==> src/rtl/ebcr_pkg.sv <==
// package: phase codes, config layout and timing constants for the bus cycle sequencer
package ebcr_pkg;
  // ----------------------------------------------------------------
  // phase states
  // ----------------------------------------------------------------
  typedef enum logic [2:0] {
    ST_IDLE = 3'b000,
    ST_ADDR = 3'b001,
    ST_CMD = 3'b010,
    ST_WSET = 3'b011,
    ST_ACC = 3'b100,
    ST_RDYW = 3'b101,
    ST_HOLD = 3'b110
  } ebcr_state_t;

  // ----------------------------------------------------------------
  // chip_select_timing_config layout
  // ----------------------------------------------------------------
  typedef struct packed {
    logic [1:0] addr_ext;   // extra setup units on window change, 0..3
    logic addr_len;         // 0: 1 unit, 1: 2 units
    logic [1:0] cmd_len;    // 0..3
    logic wset_len;         // 0..1
    logic [4:0] acc_len;    // value+1 units, 1..32
    logic [1:0] hold_len;   // 0..3
    logic rdy_en;
    logic rdy_async;
    logic rdy_pol;          // 1: ready active high
  } ebcr_cfg_t;

  localparam int CFG_W = 16;
  localparam int AD_W = 24;
  localparam int DAT_W = 16;

  // ----------------------------------------------------------------
  // bus register map (byte addresses)
  // ----------------------------------------------------------------
  localparam logic [7:0] OFS_CFG = 8'h00;
  localparam logic [7:0] OFS_ADDR = 8'h04;
  localparam logic [7:0] OFS_WDATA = 8'h08;
  localparam logic [7:0] OFS_CTRL = 8'h0C;
  localparam logic [7:0] OFS_STAT = 8'h10;
  localparam logic [7:0] OFS_RDATA = 8'h14;
  // ctrl bits: 0 start, 1 write, 2 multiplexed, 3 window change, 4 upper byte
  localparam int CTL_START = 0;
  localparam int CTL_WRITE = 1;
  localparam int CTL_MUX = 2;
  localparam int CTL_WIN = 3;
  localparam int CTL_UBE = 4;
  localparam logic [CFG_W-1:0] CFG_RST = 16'h7FFA;
  localparam logic [1:0] HTRANS_NONSEQ = 2'b10;
  localparam logic [31:0] ZERO32 = 32'h0000_0000;
endpackage : ebcr_pkg

==> src/rtl/ebcr_top.sv <==
// external bus cycle sequencer with ready handshake and ahb-lite control slave
`timescale 1ns/10ps
// ----------------------------------------------------------------
// Contract
// - every access runs address setup, command delay, write setup, access, hold in order
// - phase lengths come from chip_select_timing_config
// - address setup 1 or 2 units, plus 0..3 on window change
// - command delay 0..3 units, hold 0..3 units
// - write setup / turnaround phase 0 or 1 unit
// - access 1..32 units, stretched by ready when enabled
// - ready polarity is selectable by software
// - synchronous ready taken after two register stages; partner drives it on reference clock
// - asynchronous ready passes a synchroniser, at least one wait state
// - first sample point follows programmed phases, differs sync versus async
// - ready inactive at sample point inserts a wait state and resamples
// - ready active at sample point ends access, cycle completes
// - ready is only evaluated after the programmed access units elapse
// - read data captured on the edge that releases the read strobe
// - separate mode address may change after strobe ends, read data unaffected
// - multiplexed mode puts address then write data on shared lines
// - separate mode drives 24 address lines, data on 16 data lines
// - system clock drives the reference clock output
// ----------------------------------------------------------------
module ebcr_top import ebcr_pkg::*; #(
  parameter int ADDR_W = AD_W,
  parameter int DATA_W = DAT_W
) (
  input wire logic MCLK_I,
  input wire logic RSTN_I,
  input wire logic CE_I,
  input wire logic HSEL_I,
  input wire logic [31:0] HADDR_I,
  input wire logic [1:0] HTRANS_I,
  input wire logic HWRITE_I,
  input wire logic [2:0] HSIZE_I,
  input wire logic [31:0] HWDATA_I,
  input wire logic HREADY_I,
  output logic [31:0] HRDATA_O,
  output logic HREADYOUT_O,
  output logic HRESP_O,
  input wire logic READY_I,
  input wire logic [DATA_W-1:0] DATA_I,
  output logic [DATA_W-1:0] DATA_O,
  output logic DATA_OE_O,
  output logic [ADDR_W-1:0] ADDR_O,
  output logic CS_N_O,
  output logic ALE_O,
  output logic RD_N_O,
  output logic WR_N_O,
  output logic UPPER_BYTE_ENABLE_N_O,
  output logic REF_CLK_O
);
  // ----------------------------------------------------------------
  // ahb-lite slave
  // ----------------------------------------------------------------
  logic ph_act_r;
  logic ph_wr_r;
  logic [7:0] ph_addr_r;
  logic [CFG_W-1:0] cfg_r;
  logic [ADDR_W-1:0] acc_addr_r;
  logic [DATA_W-1:0] wdata_r;
  logic [4:0] ctrl_r;
  logic busy_r;
  logic [DATA_W-1:0] rdata_r;
  logic start_r;
  ebcr_cfg_t cfg;
  wire addr_take = HSEL_I && HREADY_I && HTRANS_I[1];
  // timing and mode may not change under a running cycle
  wire wr_cfg = ph_act_r && ph_wr_r && (ph_addr_r == OFS_CFG) && !busy_r;
  wire wr_addr = ph_act_r && ph_wr_r && (ph_addr_r == OFS_ADDR);
  wire wr_wdat = ph_act_r && ph_wr_r && (ph_addr_r == OFS_WDATA);
  wire wr_ctrl = ph_act_r && ph_wr_r && (ph_addr_r == OFS_CTRL) && !busy_r;
  // a new start while busy is ignored so a running cycle is never restarted
  wire go = wr_ctrl && HWDATA_I[CTL_START] && !busy_r;
  logic [31:0] rd_mux;
  assign cfg = ebcr_cfg_t'(cfg_r);
  assign HREADYOUT_O = 1'b1;
  assign HRESP_O = 1'b0;
  always_comb begin
    case (ph_addr_r)
      OFS_CFG: rd_mux = {16'h0000, cfg_r};
      OFS_ADDR: rd_mux = 32'(acc_addr_r);
      OFS_WDATA: rd_mux = 32'(wdata_r);
      OFS_CTRL: rd_mux = {27'h000_0000, ctrl_r};
      OFS_STAT: rd_mux = {31'h0000_0000, busy_r};
      OFS_RDATA: rd_mux = 32'(rdata_r);
      default: rd_mux = ZERO32;
    endcase
  end
  assign HRDATA_O = (ph_act_r && !ph_wr_r) ? rd_mux : ZERO32;

  always_ff @(posedge MCLK_I or negedge RSTN_I) begin
    if (!RSTN_I) begin
      ph_act_r <= 1'b0;
      ph_wr_r <= 1'b0;
      ph_addr_r <= 8'h00;
    end else if (CE_I) begin
      ph_act_r <= addr_take;
      ph_wr_r <= HWRITE_I;
      ph_addr_r <= HADDR_I[7:0];
    end
  end

  always_ff @(posedge MCLK_I or negedge RSTN_I) begin
    if (!RSTN_I) begin
      cfg_r <= CFG_RST;
      acc_addr_r <= '0;
      wdata_r <= '0;
      ctrl_r <= 5'h00;
      start_r <= 1'b0;
    end else if (CE_I) begin
      if (wr_cfg) begin
        cfg_r <= HWDATA_I[CFG_W-1:0];
      end
      if (wr_addr) begin
        acc_addr_r <= HWDATA_I[ADDR_W-1:0];
      end
      if (wr_wdat) begin
        wdata_r <= HWDATA_I[DATA_W-1:0];
      end
      if (wr_ctrl) begin
        ctrl_r <= {HWDATA_I[4:1], 1'b0};
      end
      start_r <= go;
    end
  end

  // ----------------------------------------------------------------
  // ready input conditioning
  // ----------------------------------------------------------------
  // pin synchronisers; the async path adds one stage so sync mode stays shortest
  logic rdy_s1_r;
  logic rdy_s2_r;
  logic rdy_s3_r;
  always_ff @(posedge MCLK_I or negedge RSTN_I) begin
    if (!RSTN_I) begin
      rdy_s1_r <= 1'b0;
      rdy_s2_r <= 1'b0;
      rdy_s3_r <= 1'b0;
    end else if (CE_I) begin
      rdy_s1_r <= READY_I;
      rdy_s2_r <= rdy_s1_r;
      rdy_s3_r <= rdy_s2_r;
    end
  end
  wire rdy_raw = cfg.rdy_async ? rdy_s3_r : rdy_s2_r;
  wire rdy_act = rdy_raw ~^ cfg.rdy_pol;

  // ----------------------------------------------------------------
  // phase sequencer
  // ----------------------------------------------------------------
  ebcr_state_t st_r;
  ebcr_state_t st_nxt;
  logic [5:0] cnt_r;
  logic [5:0] cnt_nxt;
  logic [DATA_W-1:0] din_s1_r;
  logic [DATA_W-1:0] din_s2_r;
  wire last = (cnt_r == 6'd0);
  wire [5:0] addr_units = 6'(cfg.addr_len) + (ctrl_r[CTL_WIN] ? 6'(cfg.addr_ext) : 6'd0);
  wire rdy_wait_async = cfg.rdy_en && cfg.rdy_async;

  always_comb begin
    st_nxt = st_r;
    cnt_nxt = last ? 6'd0 : cnt_r - 6'd1;
    case (st_r)
      ST_IDLE: begin
        if (start_r) begin
          st_nxt = ST_ADDR;
          cnt_nxt = addr_units;
        end
      end
      ST_ADDR: begin
        if (last) begin
          if (cfg.cmd_len != 2'd0) begin
            st_nxt = ST_CMD;
            cnt_nxt = 6'(cfg.cmd_len) - 6'd1;
          end else if (cfg.wset_len) begin
            st_nxt = ST_WSET;
            cnt_nxt = 6'd0;
          end else begin
            st_nxt = ST_ACC;
            cnt_nxt = 6'(cfg.acc_len);
          end
        end
      end
      ST_CMD: begin
        if (last) begin
          st_nxt = cfg.wset_len ? ST_WSET : ST_ACC;
          cnt_nxt = cfg.wset_len ? 6'd0 : 6'(cfg.acc_len);
        end
      end
      ST_WSET: begin
        st_nxt = ST_ACC;
        cnt_nxt = 6'(cfg.acc_len);
      end
      ST_ACC: begin
        // async mode with ready enabled always owes one ready wait, the synchroniser's extra stage
        if (last) begin
          if (!cfg.rdy_en || (!rdy_wait_async && rdy_act)) begin
            st_nxt = (cfg.hold_len != 2'd0) ? ST_HOLD : ST_IDLE;
            cnt_nxt = 6'(cfg.hold_len) - 6'd1;
          end else begin
            st_nxt = ST_RDYW;
          end
        end
      end
      ST_RDYW: begin
        if (rdy_act) begin
          st_nxt = (cfg.hold_len != 2'd0) ? ST_HOLD : ST_IDLE;
          cnt_nxt = 6'(cfg.hold_len) - 6'd1;
        end else begin
          st_nxt = ST_RDYW;
        end
      end
      ST_HOLD: begin
        if (last) begin
          st_nxt = ST_IDLE;
        end
      end
      default: begin
        st_nxt = ST_IDLE;
        cnt_nxt = 6'd0;
      end
    endcase
  end

  wire acc_end = (st_r inside {ST_ACC, ST_RDYW}) && !(st_nxt inside {ST_ACC, ST_RDYW});
  always_ff @(posedge MCLK_I or negedge RSTN_I) begin
    if (!RSTN_I) begin
      st_r <= ST_IDLE;
      cnt_r <= 6'd0;
      busy_r <= 1'b0;
    end else if (CE_I) begin
      st_r <= st_nxt;
      cnt_r <= cnt_nxt;
      busy_r <= go || start_r || (st_nxt != ST_IDLE);
    end
  end

  // data pins are asynchronous to the system clock: two stages before use
  always_ff @(posedge MCLK_I or negedge RSTN_I) begin
    if (!RSTN_I) begin
      din_s1_r <= '0;
      din_s2_r <= '0;
    end else if (CE_I) begin
      din_s1_r <= DATA_I;
      din_s2_r <= din_s1_r;
    end
  end

  always_ff @(posedge MCLK_I or negedge RSTN_I) begin
    if (!RSTN_I) begin
      rdata_r <= '0;
    end else if (CE_I && acc_end && !ctrl_r[CTL_WRITE]) begin
      rdata_r <= din_s2_r;
    end
  end

  // ----------------------------------------------------------------
  // pin drivers
  // ----------------------------------------------------------------
  // outputs register the next phase so strobes change on the same edge as the state
  wire mux_m = ctrl_r[CTL_MUX];
  wire nxt_on = (st_nxt != ST_IDLE);
  wire nxt_cmd = (st_nxt inside {ST_ACC, ST_RDYW});
  wire nxt_dat = ctrl_r[CTL_WRITE] && (st_nxt inside {ST_WSET, ST_ACC, ST_RDYW, ST_HOLD});
  wire nxt_adr_ph = mux_m && (st_nxt == ST_ADDR);
  wire cs_n_nxt = !nxt_on;
  wire ale_nxt = nxt_adr_ph;
  wire rd_n_nxt = !(nxt_cmd && !ctrl_r[CTL_WRITE]);
  wire wr_n_nxt = !(nxt_cmd && ctrl_r[CTL_WRITE]);
  wire ube_n_nxt = !(nxt_on && ctrl_r[CTL_UBE]);
  // separate mode: address dropped when chip select ends, after hold, capture already done
  wire [ADDR_W-1:0] addr_nxt = nxt_on ? acc_addr_r : '0;
  wire [DATA_W-1:0] dout_nxt = nxt_adr_ph ? acc_addr_r[DATA_W-1:0] : wdata_r;
  wire oe_nxt = nxt_adr_ph || nxt_dat;

  always_ff @(posedge MCLK_I or negedge RSTN_I) begin
    if (!RSTN_I) begin
      CS_N_O <= 1'b1;
    end else if (CE_I) begin
      CS_N_O <= cs_n_nxt;
    end
  end

  always_ff @(posedge MCLK_I or negedge RSTN_I) begin
    if (!RSTN_I) begin
      ALE_O <= 1'b0;
    end else if (CE_I) begin
      ALE_O <= ale_nxt;
    end
  end

  always_ff @(posedge MCLK_I or negedge RSTN_I) begin
    if (!RSTN_I) begin
      RD_N_O <= 1'b1;
    end else if (CE_I) begin
      RD_N_O <= rd_n_nxt;
    end
  end

  always_ff @(posedge MCLK_I or negedge RSTN_I) begin
    if (!RSTN_I) begin
      WR_N_O <= 1'b1;
    end else if (CE_I) begin
      WR_N_O <= wr_n_nxt;
    end
  end

  always_ff @(posedge MCLK_I or negedge RSTN_I) begin
    if (!RSTN_I) begin
      UPPER_BYTE_ENABLE_N_O <= 1'b1;
    end else if (CE_I) begin
      UPPER_BYTE_ENABLE_N_O <= ube_n_nxt;
    end
  end

  always_ff @(posedge MCLK_I or negedge RSTN_I) begin
    if (!RSTN_I) begin
      ADDR_O <= '0;
    end else if (CE_I) begin
      ADDR_O <= addr_nxt;
    end
  end

  always_ff @(posedge MCLK_I or negedge RSTN_I) begin
    if (!RSTN_I) begin
      DATA_O <= '0;
    end else if (CE_I) begin
      DATA_O <= dout_nxt;
    end
  end

  always_ff @(posedge MCLK_I or negedge RSTN_I) begin
    if (!RSTN_I) begin
      DATA_OE_O <= 1'b0;
    end else if (CE_I) begin
      DATA_OE_O <= oe_nxt;
    end
  end

  // the system clock itself serves as the bus reference clock
  assign REF_CLK_O = MCLK_I;
endmodule : ebcr_top

==> config.mk <==
export PLATFORM = sky130hd
export DESIGN_NAME = ebcr_top
export DESIGN_NICKNAME = d
export VERILOG_FILES = /design/src/rtl/ebcr_pkg.sv /design/src/rtl/ebcr_top.sv
export SDC_FILE = /design/constraint.sdc
export NUM_CORES = 1
export LEC_CHECK = 0
export ABC_AREA = 0
export CORE_MARGIN = 10
export CORE_UTILIZATION = 45
export DETAILED_ROUTE_END_ITERATION = 10
export DONT_BUFFER_PORTS = 1
export GPL_TIMING_DRIVEN = 0
export HOLD_SLACK_MARGIN = 0.15
export SYNTH_ARGS = -nofsm -noshare
export SYNTH_HDL_FRONTEND = slang
export SYNTH_SLANG_ARGS = --single-unit
==> constraint.sdc <==
create_clock -name MCLK_I -period 5.6 [get_ports MCLK_I]
set_clock_uncertainty 0.1 [all_clocks]
set_input_delay 1.4 -clock MCLK_I [delete_from_list [all_inputs] [get_ports MCLK_I]]
set_output_delay 1.4 -clock MCLK_I [all_outputs]
set_load 0.01 [all_outputs]
==> impl_summary.md <==
Yosys
Averaged over all synthesized cells, the footprint is 11.9 sq um. After synthesis, the share of flip-flops with an asynchronous set or reset is 1.00. The most used flip-flop cell after synthesis is sky130_fd_sc_hd__dfrtp_1. Yosys mapped the design onto 72 distinct sky130hd cell types. The share of synthesized area occupied by flip-flops and latches is 0.529.

The synthesized instance count is 713. The share of synthesized area in the top cell type comes to 0.476. The area of the mapped netlist is 8460 sq um. By count the netlist is led by sky130_fd_sc_hd__dfrtp_1 (161), sky130_fd_sc_hd__mux2_2 (114), sky130_fd_sc_hd__nand2_1 (55).

The leading cell type by number of instances after synthesis is sky130_fd_sc_hd__dfrtp_1. The cell taking the most area after synthesis is sky130_fd_sc_hd__dfrtp_1. The number of flops mapped to enable cells by yosys is 0. The number of warnings printed during yosys synthesis is 0.

By area the synthesized netlist is led by sky130_fd_sc_hd__dfrtp_1 (48%), sky130_fd_sc_hd__mux2_2 (15%), sky130_fd_sc_hd__dfstp_2 (5.3%), sky130_fd_sc_hd__o2bb2ai_1 (2.5%), sky130_fd_sc_hd__nand2_1 (2.4%). The total of flip-flops plus latches after synthesis is 178.

Layout
Summing all multi-input logic gate instances after layout gives 3700 sq um. The fraction of final layout cells sized beyond drive strength 1 is 0.284. Counting the fill cells in the layout gives 1669.

The combined flip-flop and latch cell area is 4480 sq um. The total inserted antenna cells is 0. The final layout contains 840 nets. The synthesis-to-layout area growth is 11.8%. The finished cells cover 9460 sq um. The core occupancy in the finished layout is 0.509.

Die
The number of I/O pins is 173. The die covers 24700 sq um. The effective utilization at floorplan is 0.455. The height of the chip is 157 microns. The area of the core region is 18600 sq um. The width of the chip is 157 microns.

The number of standard-cell rows in the floorplan is 50.

Worst setup path
In this design, the stage delay of the slowest critical-path cell is 0.64 ns. The maximum fanout encountered on the critical timing path is 10. Walking the worst path, the cells encountered are or4_1, nor3_2, nand2_1, nor2_1, clkbuf_1, nand2_1, a21oi_1. STA classifies the critical path startpoint as a flip-flop. The start-to-end type of the worst setup path is flip-flop to primary output. The cell with the largest stage delay on the worst path is sky130_fd_sc_hd__or4_1.

The required time of the worst setup path is 4.10 ns. STA classifies the critical path endpoint as a primary output. By instance count, the cell type seen most on the critical path is sky130_fd_sc_hd__nand2_1.

The data arrival time of the worst path is 3.47 ns.

Flow run
The max capacitance violation total is 0.

GRT
The global-route wire length before repair is 38500 microns. The largest net degree at the start of global routing is 179. For this run the aggregate overflow at the end of global routing stands at 0. In the global route stage, overall resource usage came out at 0.205. The number of global-route vias before repair is 6202. The number of antenna violations at the first check in global routing is 0.

Timing
The minimum clock period after layout is 4.97 ns. At the pin with the least slew margin, the transition time is 0.904 ns. The final-report max-slew violation count was 0. The headroom to the max-slew limit is 0.392. Adding up every negative setup slack in the final design gives 0 ns. The final-report hold violation count is 0. The share of the clock period used by the worst path is 0.888. Setup repair after global routing left no endpoint under its margin. Derived from the worst setup path, the maximum achievable clock frequency is 201 MHz. The final count of negative-setup-slack endpoints is 0.

Power
The worst supply voltage drop on vdd is 363 uV. Of the total power, the clock network draws 0.368. The sequential share of power is 0.441. Of the total power, the share spent switching nets is 0.301.

For this design the static power due to leakage is 0.00402 uW. Power spread over the standard cell area amounts to 375 nW/um^2. Of the total power, combinational logic draws 0.191.

The internal portion of total power is 2480 uW. The switching power is 1070 uW.

Route
The remaining antenna violation count after routing is 0. Detailed routing inserted a total of 5957 vias. After detailed routing, the number of remaining DRC violations is 0.

After detailed routing, the number of vias per cell comes to 6.02. The count of routing violations after the opening detailed-route iteration is 629. The aggregate routed wire length is 24500 microns. Before antenna repair, the detailed router went through 7 iterations.

In the final routed layout, each cell accounts on average for 24.8 microns.

Place
The cell area reported after detailed placement is 8780 sq um. The half-perimeter wire length after detailed placement is 18600 microns. Buffers placed on the I/O ports in this run total 0. The weighted congestion at the end of routability-driven global placement is 0.853.

Run status
The run finished with clean final reports.

Clock tree
The buffers inserted during post-CTS setup optimization is 0. The quantity of gates resized following cts is 0. The count of hold buffers inserted by post-cts repair is 0. The source-to-sink clock delay at the later pin of the worst-skew pair is 0.54 ns. The clock-pin slew of the registers on the worst-case setup and hold paths is 0.07 ns. The CTS tree is built.

Worst hold path
The min-delay analysis places its worst path in the category flip-flop to flip-flop.
## state kept, by name, indices dropped and copies added, names as in the netlist, 3 cells and up
register,flops
ADDR_O,24
acc_addr_r,24
DATA_O,16
cfg,16
din_s1_r,16
din_s2_r,16
rdata_r,16
wdata_r,16
ph_addr_r,8
cnt_r,6
ctrl_r,4
st_r,3
## layer usage
metal,vias to the layer above,share of wire,global-route usage
li1,2674,-,-
met1,2960,0.43,0.266
met4,0,0.026,0.0761
met2,295,0.44,0.305
met5,-,0,0
met3,28,0.10,0.0800
## layout make-up
cell class,count,share of cell area
clock inverters,15,0.0171
plain buffers,56,0.0303
multi-input cells,476,0.391
inverters,11,0.00437
flip-flops and latches,178,0.473
well taps,234,0.0310
clock buffers,20,0.0529
## power by group through the flow
| stage | sequential, uW | clock, uW | combinational, uW |
|---|---|---|---|
| after CTS | 1570 | 1330 | 672 |
| after global placement | 1580 | 14.7 | 660 |
| after floorplan | 1530 | 14.7 | 530 |
| final | 1570 | 1300 | 677 |
| after global routing | 1590 | 1380 | 734 |
| after detailed placement | 1590 | 14.7 | 669 |
## kinds of logic after synthesis
| kind of cell | Yosys count | synth area share |
|---|---|---|
| simple gates | 153 | 0.0921 |
| other cells | 2 | 0.000888 |
| flops | 178 | 0.529 |
| xor+xnor | 2 | 0.00207 |
| buf+inv | 67 | 0.0387 |
| compound gates | 177 | 0.155 |
| mux | 129 | 0.175 |
| fa+ha+maj | 5 | 0.00739 |
## metrics by stage
stage	cells	worst slack (ns)	hold WS (ns)	total power (uW)
floorplan	721	1.18	0.372	2080
global placement	955	1.03	0.383	2260
detailed placement	955	1.02	0.388	2270
CTS	990	0.421	0.405	3570
global route	990	0.414	0.411	3710
finish	990	0.629	0.402	3550
## cell usage in the layout, fill, tap and decap left out, types with 3 or more instances in the layout
| cell type | netlist | layout |
|---|---|---|
| sky130_fd_sc_hd__nor2b_1 | 8 | 8 |
| sky130_fd_sc_hd__o211ai_1 | 3 | 3 |
| sky130_fd_sc_hd__a21oi_1 | 38 | 38 |
| sky130_fd_sc_hd__inv_8 | 0 | 3 |
| sky130_fd_sc_hd__nand2b_1 | 6 | 6 |
| sky130_fd_sc_hd__buf_4 | 13 | 13 |
| sky130_fd_sc_hd__nand3_1 | 4 | 4 |
| sky130_fd_sc_hd__a31oi_1 | 18 | 18 |
| sky130_fd_sc_hd__dfstp_2 | 17 | 17 |
| sky130_fd_sc_hd__o22ai_1 | 6 | 6 |
| sky130_fd_sc_hd__inv_6 | 0 | 7 |
| sky130_fd_sc_hd__or3_1 | 3 | 3 |
| sky130_fd_sc_hd__inv_1 | 11 | 11 |
| sky130_fd_sc_hd__and3_1 | 4 | 4 |
| sky130_fd_sc_hd__a21o_1 | 7 | 7 |
| sky130_fd_sc_hd__o32ai_1 | 3 | 3 |
| sky130_fd_sc_hd__nand2_1 | 55 | 55 |
| sky130_fd_sc_hd__mux2_2 | 114 | 114 |
| sky130_fd_sc_hd__clkbuf_16 | 0 | 20 |
| sky130_fd_sc_hd__nor2_1 | 37 | 37 |
| sky130_fd_sc_hd__a22o_1 | 4 | 4 |
| sky130_fd_sc_hd__o2bb2ai_1 | 24 | 24 |
| sky130_fd_sc_hd__buf_2 | 7 | 7 |
| sky130_fd_sc_hd__mux2_4 | 10 | 10 |
| sky130_fd_sc_hd__clkbuf_1 | 32 | 32 |
| sky130_fd_sc_hd__and2_1 | 14 | 14 |
| sky130_fd_sc_hd__mux2i_1 | 5 | 5 |
| sky130_fd_sc_hd__dfrtp_1 | 161 | 161 |
| sky130_fd_sc_hd__conb_1 | 2 | 10 |
| sky130_fd_sc_hd__a222oi_1 | 16 | 16 |
| sky130_fd_sc_hd__o21ai_0 | 29 | 29 |
| sky130_fd_sc_hd__ha_1 | 5 | 5 |
| sky130_fd_sc_hd__nand4_1 | 3 | 3 |
## path summary, 6_finish.rpt
path	from	end	slack (ns)	depth (start not counted)
setup / recovery	ph_addr_r[1]$_DFFE_PN0P_	HRDATA_O[15]	0.63	7
hold reg to reg	ph_addr_r[7]$_DFFE_PN0P_	ph_addr_r[7]$_DFFE_PN0P_	0.40	1
min in group asynchronous	RSTN_I	din_s1_r[9]$_DFFE_PN0P_	0.45	0
setup reg to reg	cnt_r[0]$_DFFE_PN0P_	ADDR_O[21]$_DFFE_PN0P_	2.00	11
hold / removal	ph_addr_r[7]$_DFFE_PN0P_	ph_addr_r[7]$_DFFE_PN0P_	0.40	1
max in group asynchronous	RSTN_I	cfg[1]$_DFFE_PN1P_	4.60	0
## critical path, delay by kind of cell, from the launching register on
kind,cells,cell delay [ns]
buffers and inverters,1,0.45
AND/OR/NAND/NOR,5,1.74
AO/OA/AOI/OAI,1,0.35
flip-flops,1,0.37
(Power assumes the default switching activity.)
